==> src/common/twm_consts.svh <==
// Offsets, field positions, reset values and timing counts of the two-wire master
`ifndef TWM_CONSTS_SVH
`define TWM_CONSTS_SVH

// Register byte offsets on the APB
`define TWM_OFF_CTRL 8'h00
`define TWM_OFF_STAT 8'h04
`define TWM_OFF_DATA 8'h08
`define TWM_OFF_IRQ_STAT 8'h0C
`define TWM_OFF_IRQ_MASK 8'h10

// Control register field positions
`define TWM_CTRL_FLAG 7
`define TWM_CTRL_START 5
`define TWM_CTRL_STOP 4

// Reset values
`define TWM_CTRL_RST 8'h00
`define TWM_DATA_RST 8'hFF
`define TWM_STAT_RST 8'hF8

// Status codes, prescaler bits zero
`define TWM_ST_START 8'h08
`define TWM_ST_RSTART 8'h10
`define TWM_ST_AW_ACK 8'h18
`define TWM_ST_AW_NACK 8'h20
`define TWM_ST_D_ACK 8'h28
`define TWM_ST_D_NACK 8'h30
`define TWM_ST_ARB 8'h38
`define TWM_ST_AR_ACK 8'h40
`define TWM_ST_AR_NACK 8'h48
`define TWM_ST_IDLE 8'hF8
`define TWM_ST_MASK 8'hF8

// Quarter bit time on the wire and its cycle count at 250 MHz
`define TWM_CLK_MHZ 250
`define TWM_QTR_NS 2500
`define TWM_QTR_CYCLES ((`TWM_QTR_NS * `TWM_CLK_MHZ + 999) / 1000)

`endif

==> src/common/twm_pkg.sv <==
// Types shared by the two-wire master transmitter
package twm_pkg;

	// Sequencer states
	typedef enum logic [2:0] {
		TWM_IDLE = 3'b000,
		TWM_WAIT = 3'b001,
		TWM_START = 3'b010,
		TWM_SHIFT = 3'b011,
		TWM_HOLD = 3'b100,
		TWM_STOP = 3'b101
	} twm_state_e;

	// Control register layout, bit 7 down to bit 0
	typedef struct packed {
		logic flag;
		logic ack_en;
		logic start;
		logic stop;
		logic wc;
		logic en;
		logic unused;
		logic ie;
	} twm_ctrl_s;

	// Sticky interrupt events
	typedef struct packed {
		logic collision;
		logic arb_lost;
		logic done;
	} twm_irq_s;

endpackage

==> src/verilog/twm_master.sv <==
// Two-wire master transmitter with APB register access
`timescale 1ns/10ps
`default_nettype none
`include "twm_consts.svh"

// What this block does
// - Flag, start and enable written one: wait for free bus, send START.
// - After START, set the completion flag and report status 0x08.
// - Writing one to the completion flag clears it and resumes transfer.
// - Address direction bit selects transmitter or receiver mode.
// - After write address: flag set, 0x18 ack, 0x20 nack, 0x38 lost.
// - Data write while flag low is ignored and sets write collision.
// - In 0x18 to 0x30, plain flag clear sends data byte, samples ack.
// - After data byte: flag set, 0x28 on ack, 0x30 on nack.
// - Stop write sends STOP and hardware clears the stop request bit.
// - Start write during transfer sends repeated START, reports 0x10.
// - At 0x10 a read address is sent; later flag clears only set the flag again, no byte is received.
// - Start and stop both one: STOP, then new START, stop bit cleared.
// - At 0x38: start zero releases bus; start one restarts when free.
// - While the completion flag is set the bus transfer stays suspended.
module twm_master #(
	parameter int QTR_CYCLES = `TWM_QTR_CYCLES
) (
	input wire logic ref_clk,
	input wire logic rstn,
	input wire logic psel,
	input wire logic penable,
	input wire logic pwrite,
	input wire logic [7:0] paddr,
	input wire logic [31:0] pwdata,
	output logic [31:0] prdata,
	output logic pready,
	output logic pslverr,
	input wire logic scl_i,
	output logic scl_o,
	output logic scl_oe,
	input wire logic sda_i,
	output logic sda_o,
	output logic sda_oe,
	output logic irq
);

	twm_pkg::twm_state_e state_reg;
	twm_pkg::twm_ctrl_s ctrl_reg;
	twm_pkg::twm_ctrl_s wd;
	twm_pkg::twm_irq_s irq_stat_reg;
	twm_pkg::twm_irq_s irq_mask_reg;
	twm_pkg::twm_irq_s irq_ev;
	logic flag_reg;
	logic [7:0] data_reg;
	logic [7:0] code_reg;
	logic [7:0] shift_reg;
	logic [3:0] bit_reg;
	logic [1:0] q_reg;
	logic [15:0] div_reg;
	logic qtick_reg;
	logic scl_s1_reg, scl_s2_reg, sda_s1_reg, sda_s2_reg, sda_s3_reg;
	logic busy_reg;
	logic rep_reg, restart_reg, is_addr_reg, ack_reg, rx_mode_reg;
	logic set_flag_reg, stop_done_reg, lost_reg;
	logic scl_oe_reg, sda_oe_reg, irq_reg, pready_reg, pslverr_reg;
	logic [31:0] prdata_reg;
	logic acc, wr_ctrl, wr_data, go, mapped;

	// Bus access handshake and decode
	assign acc = psel && penable && pready_reg;
	assign wd = twm_pkg::twm_ctrl_s'(pwdata[7:0]);
	assign wr_ctrl = acc && pwrite && paddr == `TWM_OFF_CTRL;
	assign wr_data = acc && pwrite && paddr == `TWM_OFF_DATA;
	assign go = wr_ctrl && wd.flag && wd.en;
	assign mapped = paddr == `TWM_OFF_CTRL || paddr == `TWM_OFF_STAT ||
		paddr == `TWM_OFF_DATA || paddr == `TWM_OFF_IRQ_STAT ||
		paddr == `TWM_OFF_IRQ_MASK;
	assign irq_ev = '{collision: wr_data && !flag_reg, arb_lost: lost_reg,
		done: set_flag_reg};

	// APB answer one cycle into the access phase, read data registered
	always_ff @(posedge ref_clk) begin
		if (!rstn) begin
			pready_reg <= 1'b0;
			pslverr_reg <= 1'b0;
			prdata_reg <= 32'h0000_0000;
		end else begin
			pready_reg <= psel && penable && !pready_reg;
			pslverr_reg <= psel && penable && !pready_reg && !mapped;
			unique case (paddr)
				`TWM_OFF_CTRL: prdata_reg <= {24'h00_0000, flag_reg,
					ctrl_reg.ack_en, ctrl_reg.start, ctrl_reg.stop,
					ctrl_reg.wc, ctrl_reg.en, 1'b0, ctrl_reg.ie};
				`TWM_OFF_STAT: prdata_reg <= {24'h00_0000,
					code_reg & `TWM_ST_MASK};
				`TWM_OFF_DATA: prdata_reg <= {24'h00_0000, data_reg};
				`TWM_OFF_IRQ_STAT: prdata_reg <= {29'h0000_0000, irq_stat_reg};
				`TWM_OFF_IRQ_MASK: prdata_reg <= {29'h0000_0000, irq_mask_reg};
				default: prdata_reg <= 32'h0000_0000;
			endcase
		end
	end

	// Completion flag: hardware set wins over software clear
	always_ff @(posedge ref_clk) begin
		if (!rstn) begin
			flag_reg <= 1'b0;
		end else if (set_flag_reg) begin
			flag_reg <= 1'b1;
		end else if (wr_ctrl && wd.flag) begin
			flag_reg <= 1'b0;
		end
	end

	// Control bits; stop request cleared by hardware after STOP
	always_ff @(posedge ref_clk) begin
		if (!rstn) begin
			ctrl_reg <= twm_pkg::twm_ctrl_s'(`TWM_CTRL_RST);
		end else begin
			if (wr_ctrl) begin
				ctrl_reg.ack_en <= wd.ack_en;
				ctrl_reg.start <= wd.start;
				ctrl_reg.en <= wd.en;
				ctrl_reg.ie <= wd.ie;
			end
			if (stop_done_reg) begin
				ctrl_reg.stop <= 1'b0;
			end else if (wr_ctrl) begin
				ctrl_reg.stop <= wd.stop;
			end
			if (wr_data && !flag_reg) begin
				ctrl_reg.wc <= 1'b1;
			end else if (wr_data) begin
				ctrl_reg.wc <= 1'b0;
			end
		end
	end

	// Data register, loaded only while the flag is high
	always_ff @(posedge ref_clk) begin
		if (!rstn) begin
			data_reg <= `TWM_DATA_RST;
		end else if (wr_data && flag_reg) begin
			data_reg <= pwdata[7:0];
		end
	end

	// Sticky interrupt status, write one to clear, set wins
	always_ff @(posedge ref_clk) begin
		if (!rstn) begin
			irq_stat_reg <= '0;
			irq_mask_reg <= '0;
		end else begin
			if (acc && pwrite && paddr == `TWM_OFF_IRQ_MASK) begin
				irq_mask_reg <= twm_pkg::twm_irq_s'(pwdata[2:0]);
			end
			if (acc && pwrite && paddr == `TWM_OFF_IRQ_STAT) begin
				irq_stat_reg <= (irq_stat_reg & ~pwdata[2:0]) | irq_ev;
			end else begin
				irq_stat_reg <= irq_stat_reg | irq_ev;
			end
		end
	end

	// Interrupt output level
	always_ff @(posedge ref_clk) begin
		if (!rstn) begin
			irq_reg <= 1'b0;
		end else begin
			irq_reg <= |(irq_stat_reg & irq_mask_reg) ||
				(flag_reg && ctrl_reg.ie);
		end
	end

	// Line synchronisers and bus busy tracking
	always_ff @(posedge ref_clk) begin
		if (!rstn) begin
			scl_s1_reg <= 1'b1;
			scl_s2_reg <= 1'b1;
			sda_s1_reg <= 1'b1;
			sda_s2_reg <= 1'b1;
			sda_s3_reg <= 1'b1;
			busy_reg <= 1'b0;
		end else begin
			scl_s1_reg <= scl_i;
			scl_s2_reg <= scl_s1_reg;
			sda_s1_reg <= sda_i;
			sda_s2_reg <= sda_s1_reg;
			sda_s3_reg <= sda_s2_reg;
			if (scl_s2_reg && sda_s3_reg && !sda_s2_reg) begin
				busy_reg <= 1'b1;
			end else if (scl_s2_reg && !sda_s3_reg && sda_s2_reg) begin
				busy_reg <= 1'b0;
			end
		end
	end

	// Quarter bit time divider
	always_ff @(posedge ref_clk) begin
		if (!rstn) begin
			div_reg <= 16'h0000;
			qtick_reg <= 1'b0;
		end else begin
			qtick_reg <= div_reg == 16'(QTR_CYCLES - 1);
			div_reg <= div_reg == 16'(QTR_CYCLES - 1) ? 16'h0000 :
				div_reg + 16'h0001;
		end
	end

	// Transfer sequencer
	always_ff @(posedge ref_clk) begin
		if (!rstn) begin
			state_reg <= twm_pkg::TWM_IDLE;
			code_reg <= `TWM_STAT_RST;
			shift_reg <= 8'h00;
			bit_reg <= 4'h0;
			q_reg <= 2'b00;
			rep_reg <= 1'b0;
			restart_reg <= 1'b0;
			is_addr_reg <= 1'b0;
			ack_reg <= 1'b0;
			rx_mode_reg <= 1'b0;
			set_flag_reg <= 1'b0;
			stop_done_reg <= 1'b0;
			lost_reg <= 1'b0;
			scl_oe_reg <= 1'b0;
			sda_oe_reg <= 1'b0;
		end else begin
			set_flag_reg <= 1'b0;
			stop_done_reg <= 1'b0;
			lost_reg <= 1'b0;
			if (!ctrl_reg.en && !go) begin // A go write enables at once
				state_reg <= twm_pkg::TWM_IDLE;
				scl_oe_reg <= 1'b0;
				sda_oe_reg <= 1'b0;
			end else begin
				unique case (state_reg)
					twm_pkg::TWM_IDLE: begin
						if (go && wd.start) begin
							state_reg <= twm_pkg::TWM_WAIT;
							rep_reg <= 1'b0;
						end
					end
					twm_pkg::TWM_WAIT: begin
						if (qtick_reg && !busy_reg) begin
							state_reg <= twm_pkg::TWM_START;
							q_reg <= 2'b00;
						end
					end
					twm_pkg::TWM_START: begin
						if (qtick_reg) begin
							q_reg <= q_reg + 2'b01;
							unique case (q_reg)
								2'b00: sda_oe_reg <= 1'b0;
								2'b01: scl_oe_reg <= 1'b0;
								2'b10: sda_oe_reg <= 1'b1;
								2'b11: begin
									scl_oe_reg <= 1'b1;
									state_reg <= twm_pkg::TWM_HOLD;
									code_reg <= rep_reg ? `TWM_ST_RSTART :
										`TWM_ST_START;
									rx_mode_reg <= 1'b0;
									set_flag_reg <= 1'b1;
								end
							endcase
						end
					end
					twm_pkg::TWM_SHIFT: begin
						if (qtick_reg) begin
							q_reg <= q_reg + 2'b01;
							unique case (q_reg)
								2'b00: sda_oe_reg <= bit_reg != 4'h8 && !shift_reg[7];
								2'b01: scl_oe_reg <= 1'b0;
								2'b10: begin
									if (bit_reg == 4'h8) begin
										ack_reg <= !sda_s2_reg;
									end else if (!sda_oe_reg && !sda_s2_reg) begin
										state_reg <= twm_pkg::TWM_HOLD;
										code_reg <= `TWM_ST_ARB;
										sda_oe_reg <= 1'b0;
										set_flag_reg <= 1'b1;
										lost_reg <= 1'b1;
									end
								end
								2'b11: begin
									scl_oe_reg <= 1'b1;
									shift_reg <= {shift_reg[6:0], 1'b0};
									bit_reg <= bit_reg + 4'h1;
									if (bit_reg == 4'h8) begin
										state_reg <= twm_pkg::TWM_HOLD;
										set_flag_reg <= 1'b1;
										if (!is_addr_reg) begin
											code_reg <= ack_reg ? `TWM_ST_D_ACK :
												`TWM_ST_D_NACK;
										end else if (rx_mode_reg) begin
											code_reg <= ack_reg ? `TWM_ST_AR_ACK :
												`TWM_ST_AR_NACK;
										end else begin
											code_reg <= ack_reg ? `TWM_ST_AW_ACK :
												`TWM_ST_AW_NACK;
										end
									end
								end
							endcase
						end
					end
					twm_pkg::TWM_HOLD: begin
						if (go && flag_reg) begin
							q_reg <= 2'b00;
							if (wd.stop) begin
								state_reg <= twm_pkg::TWM_STOP;
								restart_reg <= wd.start;
							end else if (code_reg == `TWM_ST_ARB) begin
								state_reg <= wd.start ? twm_pkg::TWM_WAIT :
									twm_pkg::TWM_IDLE;
								rep_reg <= 1'b0;
								scl_oe_reg <= 1'b0;
								sda_oe_reg <= 1'b0;
							end else if (wd.start) begin
								state_reg <= twm_pkg::TWM_START;
								rep_reg <= 1'b1;
							end else if (rx_mode_reg) begin
								set_flag_reg <= 1'b1;
							end else begin
								state_reg <= twm_pkg::TWM_SHIFT;
								shift_reg <= data_reg;
								bit_reg <= 4'h0;
								is_addr_reg <= code_reg == `TWM_ST_START ||
									code_reg == `TWM_ST_RSTART;
								if (code_reg == `TWM_ST_START ||
									code_reg == `TWM_ST_RSTART) begin
									rx_mode_reg <= data_reg[0];
								end
							end
						end
					end
					twm_pkg::TWM_STOP: begin
						if (qtick_reg) begin
							q_reg <= q_reg + 2'b01;
							unique case (q_reg)
								2'b00: sda_oe_reg <= 1'b1;
								2'b01: scl_oe_reg <= 1'b0;
								2'b10: sda_oe_reg <= 1'b0;
								2'b11: begin
									stop_done_reg <= 1'b1;
									code_reg <= `TWM_ST_IDLE;
									rx_mode_reg <= 1'b0;
									rep_reg <= 1'b0;
									state_reg <= restart_reg ? twm_pkg::TWM_WAIT :
										twm_pkg::TWM_IDLE;
								end
							endcase
						end
					end
					default: state_reg <= twm_pkg::TWM_IDLE;
				endcase
			end
		end
	end

	assign pready = pready_reg;
	assign pslverr = pslverr_reg;
	assign prdata = prdata_reg;
	assign scl_o = 1'b0;
	assign sda_o = 1'b0;
	assign scl_oe = scl_oe_reg;
	assign sda_oe = sda_oe_reg;
	assign irq = irq_reg;
endmodule
`default_nettype wire
==> config.mk <==
export PLATFORM = sky130hd
export DESIGN_NAME = twm_master
export DESIGN_NICKNAME = d
export VERILOG_FILES = /design/src/common/twm_pkg.sv /design/src/verilog/twm_master.sv
export VERILOG_INCLUDE_DIRS = /design/src /design/src/common
export SDC_FILE = /design/constraint.sdc
export NUM_CORES = 1
export LEC_CHECK = 0
export ABC_CLOCK_PERIOD_IN_PS = 2000
export BUFFER_PORTS_ARGS = -buffer_cell sky130_fd_sc_hd__buf_4
export CAP_MARGIN = 25
export CORE_MARGIN = 2
export CORE_UTILIZATION = 50
export DETAILED_ROUTE_END_ITERATION = 8
export GPL_TIMING_DRIVEN = 0
export PLACE_DENSITY = 0.87
export SLEW_MARGIN = 20
export SYNTH_ARGS = -nofsm -noshare
export SYNTH_HDL_FRONTEND = slang
export SYNTH_SLANG_ARGS = --single-unit
==> constraint.sdc <==
create_clock -name ref_clk -period 2 [get_ports ref_clk]
set_input_delay 0.2 -clock ref_clk [delete_from_list [all_inputs] [get_ports ref_clk]]
set_output_delay 0.2 -clock ref_clk [all_outputs]
set_load 0.01 [all_outputs]
# Word-level counts from Yosys, hierarchy flattened
# Index checks and enable logic that the tools add are counted.
# Widths: inputs -> output; s select.
[classes] addsub=3 eq_ne=47 muxes=108 bitwise=15 reduce_logical=73
[ops] op="$mux 8" n=15
[ops] op="$mux 3" n=16
[ops] op="$mux 1" n=43
[ops] op="$pmux 8 s5" n=1
[ops] op="$mux 4" n=8
[ops] op="$pmux 8 s2" n=2
[ops] op="$ne 2x2->1 const B" n=13
[ops] op="$eq 8x4->1 const B" n=3
[ops] op="$logic_and 1x1->1" n=24
[ops] op="$ne 3x3->1 const B" n=8
[ops] op="$pmux 8 s3" n=1
[ops] op="$reduce_and 8->1" n=3
[ops] op="$pmux 3 s6" n=1
[ops] op="$add 16x1->16 const B" n=1
[ops] op="$eq 16x10->1 const B" n=1
[ops] op="$eq 8x5->1 const B" n=2
[ops] op="$mux 7" n=2
[ops] op="$reduce_and 13->1" n=1
[ops] op="$ne 2x1->1 const B" n=6
[ops] op="$pmux 1 s2" n=6
[ops] op="$reduce_and 12->1" n=1
[ops] op="$reduce_bool 3->1" n=4
[ops] op="$reduce_and 11->1" n=1
[ops] op="$logic_not 1->1" n=10
[ops] op="38 further kinds" n=73
[totals] regBits=114 in_bits=47 out_inout_bits=39

# Depth between registers and ports, before layout
# Gate-level depths: netlist (run 1).
[logic_depth] word_depth=10 depth_mapped=9

# Worst setup path before layout (run 1)
# No wires, ideal clock.
[synth_path] path_type="register -> register" startpoint="reg q_reg[0]" endpoint="reg state_reg[0]" setup_ns=0.133 t_arrival_ns=1.828 slack_ns=0.040 stages_incl_launch_ff=10 n_path_buf=1 synth_period_minus_slack_ns=1.960 path_cell_list="dfxtp_1 -> inv_1 -> ha_1 -> clkbuf_1 -> nand2_1 -> a21oi_1 -> o21ai_0 -> nor4_2 -> mux2i_1 -> nor2_1"
[synth_via] elab_chain_cells=4 elab_cells_between_ends=12 cone_classes="eq/ne: 8; mux: 3; reduce/logical: 1"
[synth_rtl] element="start: declaration" line_no="twm_master.sv:54" source="logic [1:0] q_reg;"
[synth_rtl] element="start signal: assignment" line_no="twm_master.sv:248" source="q_reg <= q_reg + 2'b01;"
[synth_rtl] element="start signal: assignment" line_no="twm_master.sv:266" source="q_reg <= q_reg + 2'b01;"
[synth_rtl] element="start signal: assignment" line_no="twm_master.sv:335" source="q_reg <= q_reg + 2'b01;"
[synth_rtl] element="$eq 2x2->1, on equally long branches" line_no="twm_master.sv:249, twm_master.sv:267, twm_master.sv:336"
[synth_rtl] element="$pmux 3 s2" line_no="twm_master.sv:267" source="unique case (q_reg)"
[synth_rtl] element="$mux 3" line_no="twm_master.sv:265" source="if (qtick_reg) begin"
[synth_rtl] element="$pmux 3 s6" line_no="twm_master.sv:233" source="unique case (state_reg)"
[synth_rtl] element="end signal: assignment" line_no="twm_master.sv:236" source="state_reg <= twm_pkg::TWM_WAIT;"
[synth_rtl] element="end signal: assignment" line_no="twm_master.sv:255" source="state_reg <= twm_pkg::TWM_HOLD;"
[synth_rtl] element="end signal: assignment" line_no="twm_master.sv:274" source="state_reg <= twm_pkg::TWM_HOLD;"
[synth_rtl] element="end: declaration" line_no="twm_master.sv:43" source="twm_pkg::twm_state_e state_reg;"
# Several ways; a longest one is shown, not always the timed one. The select of a mux whose other input is x is not followed.
# A chain may end at the register's enable or synchronous reset.

# Worst setup path in the final report (run 1)
[layout_path] startpoint="reg state_reg[2]" endpoint="reg bit_reg[0]"
[layout_via] elab_chain_cells=3 elab_cells_between_ends=12 cone_classes="eq/ne: 9; mux: 1; reduce/logical: 2"
[layout_rtl] element="start signal: assignment" line_no="twm_master.sv:209" source="state_reg <= twm_pkg::TWM_IDLE;"
[layout_rtl] element="start signal: assignment" line_no="twm_master.sv:229" source="state_reg <= twm_pkg::TWM_IDLE;"
[layout_rtl] element="start signal: assignment" line_no="twm_master.sv:236"
[layout_rtl] element="$eq 3x2->1 / $eq 3x3->1 (equally long branches)" line_no="twm_master.sv:233"
[layout_rtl] element="$ne 2x2->1 (no line) / $reduce_bool 2->1 (equally long branches)"
[layout_rtl] element="$reduce_and 9->1 (no line)"
[layout_rtl] element="end signal: assignment" line_no="twm_master.sv:284" source="bit_reg <= bit_reg + 4'h1;"
[layout_rtl] element="end: declaration" line_no="twm_master.sv:53" source="logic [3:0] bit_reg;"
# Several ways; a longest one is shown, not always the timed one.

==> run_results.csv, run 1 <==
group,metric,value,unit
floorplan,core_area,8721,um^2
timing,period_minus_slack,1.983,ns
critical_path,required,2.24,ns
cells_and_area,layout-drive-gt1-share,22.26,%
cells_and_area,fin_cells,728,
logic_synthesis,ys_ff_latch,87,
drt,dr.max_layer_used,"met4",
drt,dr_wl_met3,845,um
logic_synthesis,synth_xor_xnor_area_share,2.329,%
place,detailed_place_hpwl,8173,um
cells_and_area,fin_area,5363,um^2
power_and_ir_drop,clkPwrFrac,36.9,%
global_route,grt_pass1_wl,18460,um
critical_path,crit_path_start_kind,"flop",
timing,fin_skew,0.01354,ns
logic_synthesis,syn_inst,540,
global_route,antenna_found_initial,0,
drt,drtIter0Drc,293,
drt,vias_per_cell,5.669,
global_route,grt_use_total,23.42,%
floorplan,start_util,51.74,%
clock_network,cts_root_buf,"clkbuf_8",
logic_synthesis,synth_area,4512,um^2
critical_path,worstSetupPathType,"flop to flop",
power_and_ir_drop,power_frac_seq,55.8,%
cells_and_area,largest_reg_flops,16,
global_route,grt_pass1_vias,3854,
critical_path,reg2regPathDepth,6,
power_and_ir_drop,power.switching,0.8205,mW
logic_synthesis,synth_cell_type_count,64,
clock_network,cts_buffers,9,
power_and_ir_drop,p_leak,2.123,nW
floorplan,die-area,9799,um^2
logic_synthesis,ys_seq_area_share,38.60,%
timing,slew_viol_final,0,
place,place_ws,-0.2913,ns
timing,clock.fmax,0.5042,GHz
critical_path,cp-end-kind,"flop",
place,portBuffers,32,
run_status,outcome,"complete, no violations",
timing,worst_pin_slew,0.7079,ns
global_route,gr-total-overflow,0,
critical_path,cp_max_fo,10,
power_and_ir_drop,netSwitchingFraction,26.17,%
logic_synthesis,synth_edf_count,0,
clock_network,cts_hold_buf,0,
logic_synthesis,async_reset_ff_share,0,%
power_and_ir_drop,p_per_area,584.6,nW/um^2
logic_synthesis,syn_area_per_cell,8.355,um^2
floorplan,die_w,98.99,um
job,cap_viol_max_count,0,
floorplan,num_rows,34,
place,place_inst,705,
place,place.gp.congestion,0.9701,
logic_synthesis,synth-simple-area-share,24.90,%
clock_network,cts_tree,"done",
power_and_ir_drop,p_int,2.315,mW
place,placed_area,4981,um^2
drt,route.detailed.drc,0,
timing,slew_headroom,52.49,%
cells_and_area,n_antenna_cell,0,
drt,wl_per_cell,15.64,um
logic_synthesis,synth_compound_area_share,14.56,%
min_path,hold_path.class,"primary input to flop",
cells_and_area,syn_to_final_growth,18.86,%
cells_and_area,fillers,731,
floorplan,die_h,98.99,um
power_and_ir_drop,ir_drop,0.2935,mV
global_route,grt_max_degree,17,
drt,wl_met1,4894,um
drt,dr_total_vias,4127,
drt,met2_length,5373,um
timing,hold_violations,0,
timing,fin_setup_tns,0,ns
logic_synthesis,synth_top_family_by_area,"simple AND/OR/NAND/NOR gates",
drt,drt_wl_total,11380,um
clock_network,cts_num_sinks,87,
logic_synthesis,synthFlopType,"dfxtp_1",
logic_synthesis,synthMuxAreaShare,7.793,%
critical_path,r2r_slack,0.02,ns
critical_path,crit_arrival,2.22,ns
logic_synthesis,yosys.area_share.adder,3.050,%
drt,drtAntennaViolNets,0,
timing,rsz0062_at_grt,"true",
clock_network,cts_max_level,3,
min_path,hold_depth,2,
cells_and_area,nets,673,
drt,dr.pass1.iters,5,
timing,worst_slack,0.01683,ns
clock_network,cts_buffer_depth,2,
clock_network,clk_pin_slew,0.09,ns
timing,timing.final.crit_share,99.16,%
power_and_ir_drop,pwr-share-comb,7.3,%
timing,setup_viol,0,
floorplan,ios,86,
clock_network,clock_latency,0.37,ns
logic_synthesis,yosys_warnings,0,
final timing paths:
check	start	endpoint
setup / recovery	state_reg[2]	bit_reg[0]
setup reg to reg	state_reg[2]	bit_reg[0]
hold reg to reg	stop_done_reg	ctrl_reg[4]
hold / removal	sda_i	sda_s1_reg
worst max-delay path: stages, from the launching register on:
cell and delay, ns:
dfxtp_4 0.37, or3b_4 0.43, a41oi_4 0.22, nand4_1 0.17
o21ai_2 0.29, buf_4 0.25, o22ai_1 0.11
power by group through the flow:
| stage | registers [mW] | logic [mW] | clock network [mW] |
|---|---|---|---|
| 4_1_cts | 1.75 | 0.221 | 1.17 |
| 3_3_place_gp | 1.79 | 0.218 | 0 |
| 5_1_grt | 1.75 | 0.248 | 1.25 |
| 6_report | 1.75 | 0.228 | 1.16 |
| 2_1_floorplan | 1.79 | 0.148 | 0 |
| 3_5_place_dp | 1.79 | 0.220 | 0 |
per-layer routing:
metal  GRT usage [%]  up-vias
li1                -     1992
met1           30.18     1932
met2           38.46      174
met3           3.759       29
met4           10.85        0
met5               0        -
kinds of logic after synthesis:
kind of cell	Yosys count
XOR/XNOR	12
AND/OR/NAND/NOR	224
other	1
AO/OA/AOI/OAI	101
flip-flops	87
multiplexers	35
buffers and inverters	69
adder cells (fa/ha/maj)	11
cells in the final DEF (no fill, tap or decap), drive strengths merged, types with 3 or more instances in the layout:
cell / count
a31oi: 3
nor3: 13
buf: 77
nor4: 7
conb: 26
dfxtp: 87
nand3: 19
nand2b: 9
o31ai: 3
ha: 11
and3: 3
mux2i: 34
inv: 18
o21ai: 20
nor2: 77
nor2b: 6
nand3b: 3
nand4: 11
a21oi: 41
o22a: 3
and4: 3
or3: 3
clkbuf: 26
xor2: 7
nand2: 57
nor4b: 3
xnor2: 5
a21boi: 3
a211oi: 11
what timing repair did:
item / 4_1_cts / 5_1_grt
gates resized for setup: 16 / 36
setup buffers: 4 / 5
gates cloned: 0 / 1
endpoints found under the setup margin: 27 / 37
pin swaps: 5 / 14
hold endpoints to repair: 0 / 0
Yosys cell counts, drive strengths merged (6+ instances only):
library cell,instances,area [um^2]
clkbuf,19,72.56
mux2i,34,340.3
nand2,57,214.0
nand2b,9,56.30
o21ai,20,103.9
nor2b,6,37.54
nor3,13,65.06
a211oi,11,117.6
inv,14,52.55
a21oi,41,205.2
xor2,7,61.31
nor2,77,304.0
buf,35,257.7
nand4,11,68.82
dfxtp,87,1742
nand3,19,95.09
nor4,7,80.07
ha,11,137.6
per-stage QoR:
| step | utilization (%) | hold slack [ns] | power [mW] |
|---|---|---|---|
| after global routing | 61.49 | 0.02088 | 3.248 |
| after CTS | 60.16 | 0.01480 | 3.140 |
| final | 61.49 | 0.01643 | 3.135 |
| after global placement | 57.12 | 0.3831 | 2.008 |
| after detailed placement | 57.12 | 0.3910 | 2.011 |
| after floorplan | - | 0.2732 | 1.938 |
final cells by class:
type / instances / area (um^2) / share of cell area [%]
Clock buffer: 10 / 127.6 / 2.380
Timing Repair Buffer: 42 / 322.8 / 6.020
Tap cell: 108 / 135.1 / 2.520
Inverter: 14 / 52.55 / 0.9799
Buffer: 52 / 340.3 / 6.346
Clock inverter: 6 / 51.30 / 0.9566
Sequential cell: 87 / 1753 / 32.69
Multi-Input combinational cell: 409 / 2580 / 48.11
Note: power is estimated with default switching activity, not from simulation.
==> run 2, diff against run 1 <==
ABC_CLOCK_PERIOD_IN_PS = 1800   (was 2000)
clock period = 1.8 ns   (was 2 ns; I/O delays follow)
==> run_results.csv, run 2 (same netlist as run 1, synthesis figures left out) <==
group,metric,value,unit
critical_path,reg2regPathDepth,7,
floorplan,die-area,9799,um^2
floorplan,die_h,98.99,um
power_and_ir_drop,power.switching,0.9504,mW
global_route,gr-total-overflow,0,
floorplan,die_w,98.99,um
cells_and_area,largest_reg_flops,16,
timing,timing.final.crit_share,110.1,%
min_path,hold_depth,3,
power_and_ir_drop,ir_drop,0.3372,mV
run_status,violations,"negative setup slack",
drt,vias_per_cell,5.839,
drt,dr_total_vias,4350,
critical_path,r2r_end,"shift_reg[5]",
floorplan,start_util,51.74,%
timing,whs,0.01516,ns
job,cap_viol_max_count,0,
timing,period_minus_slack,1.981,ns
timing,clock.fmax,0.5047,GHz
timing,hold_violations,0,
clock_network,cts_tree,"done",
cells_and_area,fin_area,5683,um^2
drt,drtIter0Drc,329,
timing,worst_pin_slew,0.7044,ns
power_and_ir_drop,total_power,3.536,mW
min_path,hold_path_end,"data_reg[3]",
floorplan,num_rows,34,
critical_path,r2r_slack,-0.18,ns
global_route,grt_pass1_vias,4105,
drt,wl_per_cell,16.78,um
clock_network,cts_num_sinks,87,
min_path,hold_path.class,"primary input to flop",
power_and_ir_drop,clkPwrFrac,37.5,%
clock_network,cts_max_level,3,
global_route,antenna_found_initial,0,
critical_path,crit_path_start_kind,"flop",
power_and_ir_drop,pwr-share-comb,7.5,%
drt,dr.pass1.iters,5,
place,detailed_place_hpwl,8334,um
critical_path,required,2.09,ns
critical_path,cp_max_fo,5,
timing,slew_headroom,53.04,%
global_route,grt_max_degree,18,
cells_and_area,mostFrequentLayoutCells,"84 x buf_4, 77 x dfxtp_1, 65 x nor2_1, 55 x nand2_1, 38 x a21oi_1",
place,place.gp.congestion,0.9674,
drt,drt_wl_total,12500,um
place,portBuffers,32,
critical_path,r2r_start,"state_reg[2]",
critical_path,worstSetupPathType,"flop to flop",
clock_network,cts_buffers,9,
drt,route.detailed.drc,0,
cells_and_area,syn_to_final_growth,25.96,%
timing,fin_skew,0.01229,ns
floorplan,core_area,8721,um^2
cells_and_area,fillers,657,
power_and_ir_drop,p_per_area,622.1,nW/um^2
cells_and_area,n_antenna_cell,0,
power_and_ir_drop,power_frac_seq,55.0,%
place,placed_area,5042,um^2
timing,setup_viol,23,
cells_and_area,final_common_cell,"buf_4",
run_status,outcome,"finished with violations",
min_path,min_from,"pwdata[3]",
timing,slew_viol_final,0,
critical_path,cp-end-kind,"flop",
drt,drtAntennaViolNets,0,
clock_network,cts_buffer_depth,2,
cells_and_area,nets,690,
clock_network,clk_pin_slew,0.10,ns
critical_path,crit_arrival,2.27,ns
clock_network,cts_root_buf,"clkbuf_8",
power_and_ir_drop,p_leak,2.272,nW
global_route,grt_use_total,24.67,%
global_route,grt_pass1_wl,19360,um
floorplan,ios,86,
power_and_ir_drop,netSwitchingFraction,26.88,%
clock_network,clock_latency,0.38,ns
cells_and_area,layout-drive-gt1-share,29.83,%
power_and_ir_drop,p_int,2.585,mW
timing,worst_slack,-0.1813,ns
timing,rsz0062_at_grt,"true",
==> run 2: changes by cell type in the layout (fill, tap and decap cells not counted), sizes merged <==
cell,previous run,this run
clkinvlp,1,0
inv,18,20
clkbuf,26,21
buf,77,96
dlygate4sd3,0,2
==> run 2: timing repair <==
action                                  4_1_cts  5_1_grt
endpoints found under the setup margin       39       46
pin swaps                                    16       15
gates resized for setup                      43       42
endpoints found under the hold margin         2        0
cloned                                        1        0
hold buffers                                  2        0
setup buffers                                21        6
==> run 2: metrics by stage <==
step / cells / setup TNS, ns / setup WS (ns) / util (%)
3_3_place_gp: 705 / -7.718 / -0.3447 / 57.82
2_1_floorplan: 565 / -0.08484 / -0.02239 / -
5_1_grt: 745 / -3.209 / -0.1968 / 65.16
3_5_place_dp: 705 / -10.32 / -0.3925 / 57.82
4_1_cts: 742 / -1.363 / -0.1070 / 63.34
6_report: 745 / -2.441 / -0.1813 / 65.16
==> run 2: area by class of cell <==
type                       count  area [um^2]  area share, %
tap                          108        135.1          2.378
timing repair buffer          61        470.5          8.278
buffer                        50        359.1          6.319
clock inverter                 7        60.06          1.057
sequential                    87         1762          31.00
multi-input combinational    409         2718          47.82
clock buffer                   9        123.9          2.180
inverter                      14        55.05         0.9687
==> run 2: power groups by stage <==
stage	registers, mW	clock network [mW]	logic (mW)
finish	1.95	1.32	0.265
CTS	1.94	1.33	0.257
detailed placement	1.99	0	0.248
global placement	1.99	0	0.244
floorplan	1.99	0	0.165
global route	1.95	1.42	0.285
==> run 2: critical path, stage by stage (launching register included) <==
cell      delay, ns
dfxtp_4        0.37
or3b_4         0.41
a41oi_2        0.23
nand4_1        0.22
o21ai_4        0.27
buf_6          0.17
nor2_4         0.03
a211oi_2       0.18
==> run 2: how the worst max path moves through the flow <==
stage	from	endpoint	cells after the start
floorplan	bit_reg[0]	code_reg[5]	8
CTS	state_reg[2]	shift_reg[4]	7
finish	state_reg[2]	shift_reg[5]	7
global placement	paddr[6]	code_reg[6]	8
global route	state_reg[2]	bit_reg[2]	7
detailed placement	paddr[6]	code_reg[7]	8
==> run 2: metal layers <==
metal  wire [um]  vias up  track usage [%]  part of all wire (%)
met5           0        -                0                     0
met4         373        0            12.12                   3.0
met1        4978     2047            28.72                    40
li1            -     2017                -                     -
met2        6095      240            42.98                    49
met3        1054       46            5.035                   8.4
==> run 3, diff against run 2 <==
CELL_PAD_IN_SITES_DETAIL_PLACEMENT = 1   (was default)
CELL_PAD_IN_SITES_GLOBAL_PLACEMENT = 1   (was default)
CORE_UTILIZATION = 37   (was 50)
MAX_ROUTING_LAYER = met4   (was default)
==> run_results.csv, run 3 (same netlist as run 1, synthesis figures left out) <==
group,metric,value,unit
cells_and_area,fin_area,5873,um^2
floorplan,num_rows,40,
power_and_ir_drop,p_leak,2.304,nW
drt,dr.pass1.iters,4,
timing,fin_setup_tns,-1.875,ns
drt,drtIter0Drc,255,
place,place.gp.congestion,0.9000,
power_and_ir_drop,ir_drop,0.3571,mV
power_and_ir_drop,p_per_area,682.3,nW/um^2
critical_path,crit_path_start_kind,"flop",
run_status,outcome,"finished with violations",
cells_and_area,mostFrequentLayoutCells,"87 x buf_4, 77 x dfxtp_1, 69 x nor2_1, 56 x nand2_1, 38 x a21oi_1",
min_path,hold_path.class,"primary input to flop",
critical_path,crit_arrival,2.13,ns
drt,vias_per_cell,5.402,
floorplan,die-area,13090,um^2
drt,drtAntennaViolNets,0,
global_route,grt_pass1_wl,22630,um
critical_path,cp-end-kind,"flop",
cells_and_area,largest_reg_flops,16,
critical_path,worstSetupPathType,"flop to flop",
floorplan,die_w,114.4,um
run_status,violations,"negative setup slack",
timing,worst_pin_slew,0.8150,ns
timing,timing.final.crit_share,107.7,%
cells_and_area,final_core_util,49.10,%
global_route,grt_max_degree,15,
floorplan,ios,86,
timing,rsz0062_at_grt,"true",
cells_and_area,layout-drive-gt1-share,29.84,%
clock_network,cts_num_sinks,87,
timing,setup_viol,23,
clock_network,cts_tree,"done",
place,portBuffers,32,
cells_and_area,n_antenna_cell,0,
cells_and_area,final_common_cell,"buf_4",
drt,drt_wl_total,14480,um
clock_network,cts_buffer_depth,2,
global_route,gr-total-overflow,0,
clock_network,cts_max_level,3,
timing,slew_viol_final,0,
timing,fin_skew,0.01142,ns
cells_and_area,nets,693,
critical_path,cp_max_fo,5,
drt,wl_per_cell,18.40,um
global_route,grt_pass1_vias,4380,
place,detailed_place_hpwl,9821,um
clock_network,clk_pin_slew,0.07,ns
critical_path,required,1.99,ns
global_route,antenna_found_initial,0,
clock_network,cts_root_buf,"clkbuf_16",
job,cap_viol_max_count,0,
drt,dr_total_vias,4251,
floorplan,start_util,37.72,%
global_route,grt_use_total,22.94,%
cells_and_area,syn_to_final_growth,30.17,%
timing,period_minus_slack,1.938,ns
timing,clock.fmax,0.5160,GHz
clock_network,cts_buffers,9,
timing,worst_slack,-0.1380,ns
timing,slew_headroom,45.66,%
clock_network,clock_latency,0.35,ns
floorplan,core_area,11960,um^2
drt,route.detailed.drc,0,
floorplan,die_h,114.4,um
timing,hold_violations,0,
place,placed_area,5091,um^2
run 3: cell count changes in the layout (fill, tap and decap cells not counted), moves of 3 or more:
cell,previous run,this run
buf_4,84,87
clkinvlp_4,0,3
nor2_1,65,69
clkbuf_16,0,9
clkbuf_4,1,4
inv_6,5,1
clkbuf_8,10,2
run 3: final cells by class:
class	count	area [um^2]
fill	1391	6088
sequential	87	1762
inverter	14	62.56
clock inverter	4	31.28
buffer	49	352.8
tap	147	183.9
timing repair buffer	65	510.5
multi-input combinational	409	2724
clock buffer	12	246.5
run 3: worst max-delay path, stage by stage (launching register included):
cell and delay, ns:
dfxtp_4 0.35, or3b_4 0.41, a41oi_2 0.21, nand4_1 0.21, o21ai_4 0.27, buf_6 0.14
buf_6 0.12, a211oi_2 0.06
run 3: what timing repair did:
item	CTS	global route
hold buffers	0	0
resized for setup	61	34
endpoints found under the setup margin	41	45
gates cloned	2	0
pin swaps	25	12
buffers inserted	25	6
run 3: layer usage:
layer | routed length (um) | vias to the layer above | global-route usage (%)
met5 | 0 | - | -
met4 | 340 | 0 | 10.00
met3 | 619 | 23 | 3.494
met2 | 7164 | 111 | 37.95
met1 | 6355 | 2089 | 27.73
li1 | - | 2028 | -
run 3: final timing paths:
kind / startpoint / end / slack (ns) / depth (start not counted)
worst max-delay path: state_reg[2] / shift_reg[5] / -0.14 / 7
worst min-delay path: scl_i / scl_s1_reg / 0.01 / 2
worst max register to register: state_reg[2] / shift_reg[5] / -0.14 / 7
worst min register to register: stop_done_reg / ctrl_reg[4] / 0.40 / 1
run 3: metrics by stage:
stage	power [mW]	cells	hold slack, ns	setup WS (ns)
2_1_floorplan	2.155	565	0.2533	-0.02239
3_3_place_gp	2.240	744	0.3651	-0.3905
3_5_place_dp	2.250	744	0.3685	-0.4604
4_1_cts	4.024	784	0.002620	-0.1159
5_1_grt	4.142	787	0.01278	-0.1908
6_report	4.007	787	0.01229	-0.1380
run 3: power by group:
group	switching, mW	internal, mW	total (mW)
Sequential	0.0116	1.93	1.95
Combinational	0.152	0.117	0.269
Clock	0.815	0.977	1.79
Total	0.979	3.03	4.01
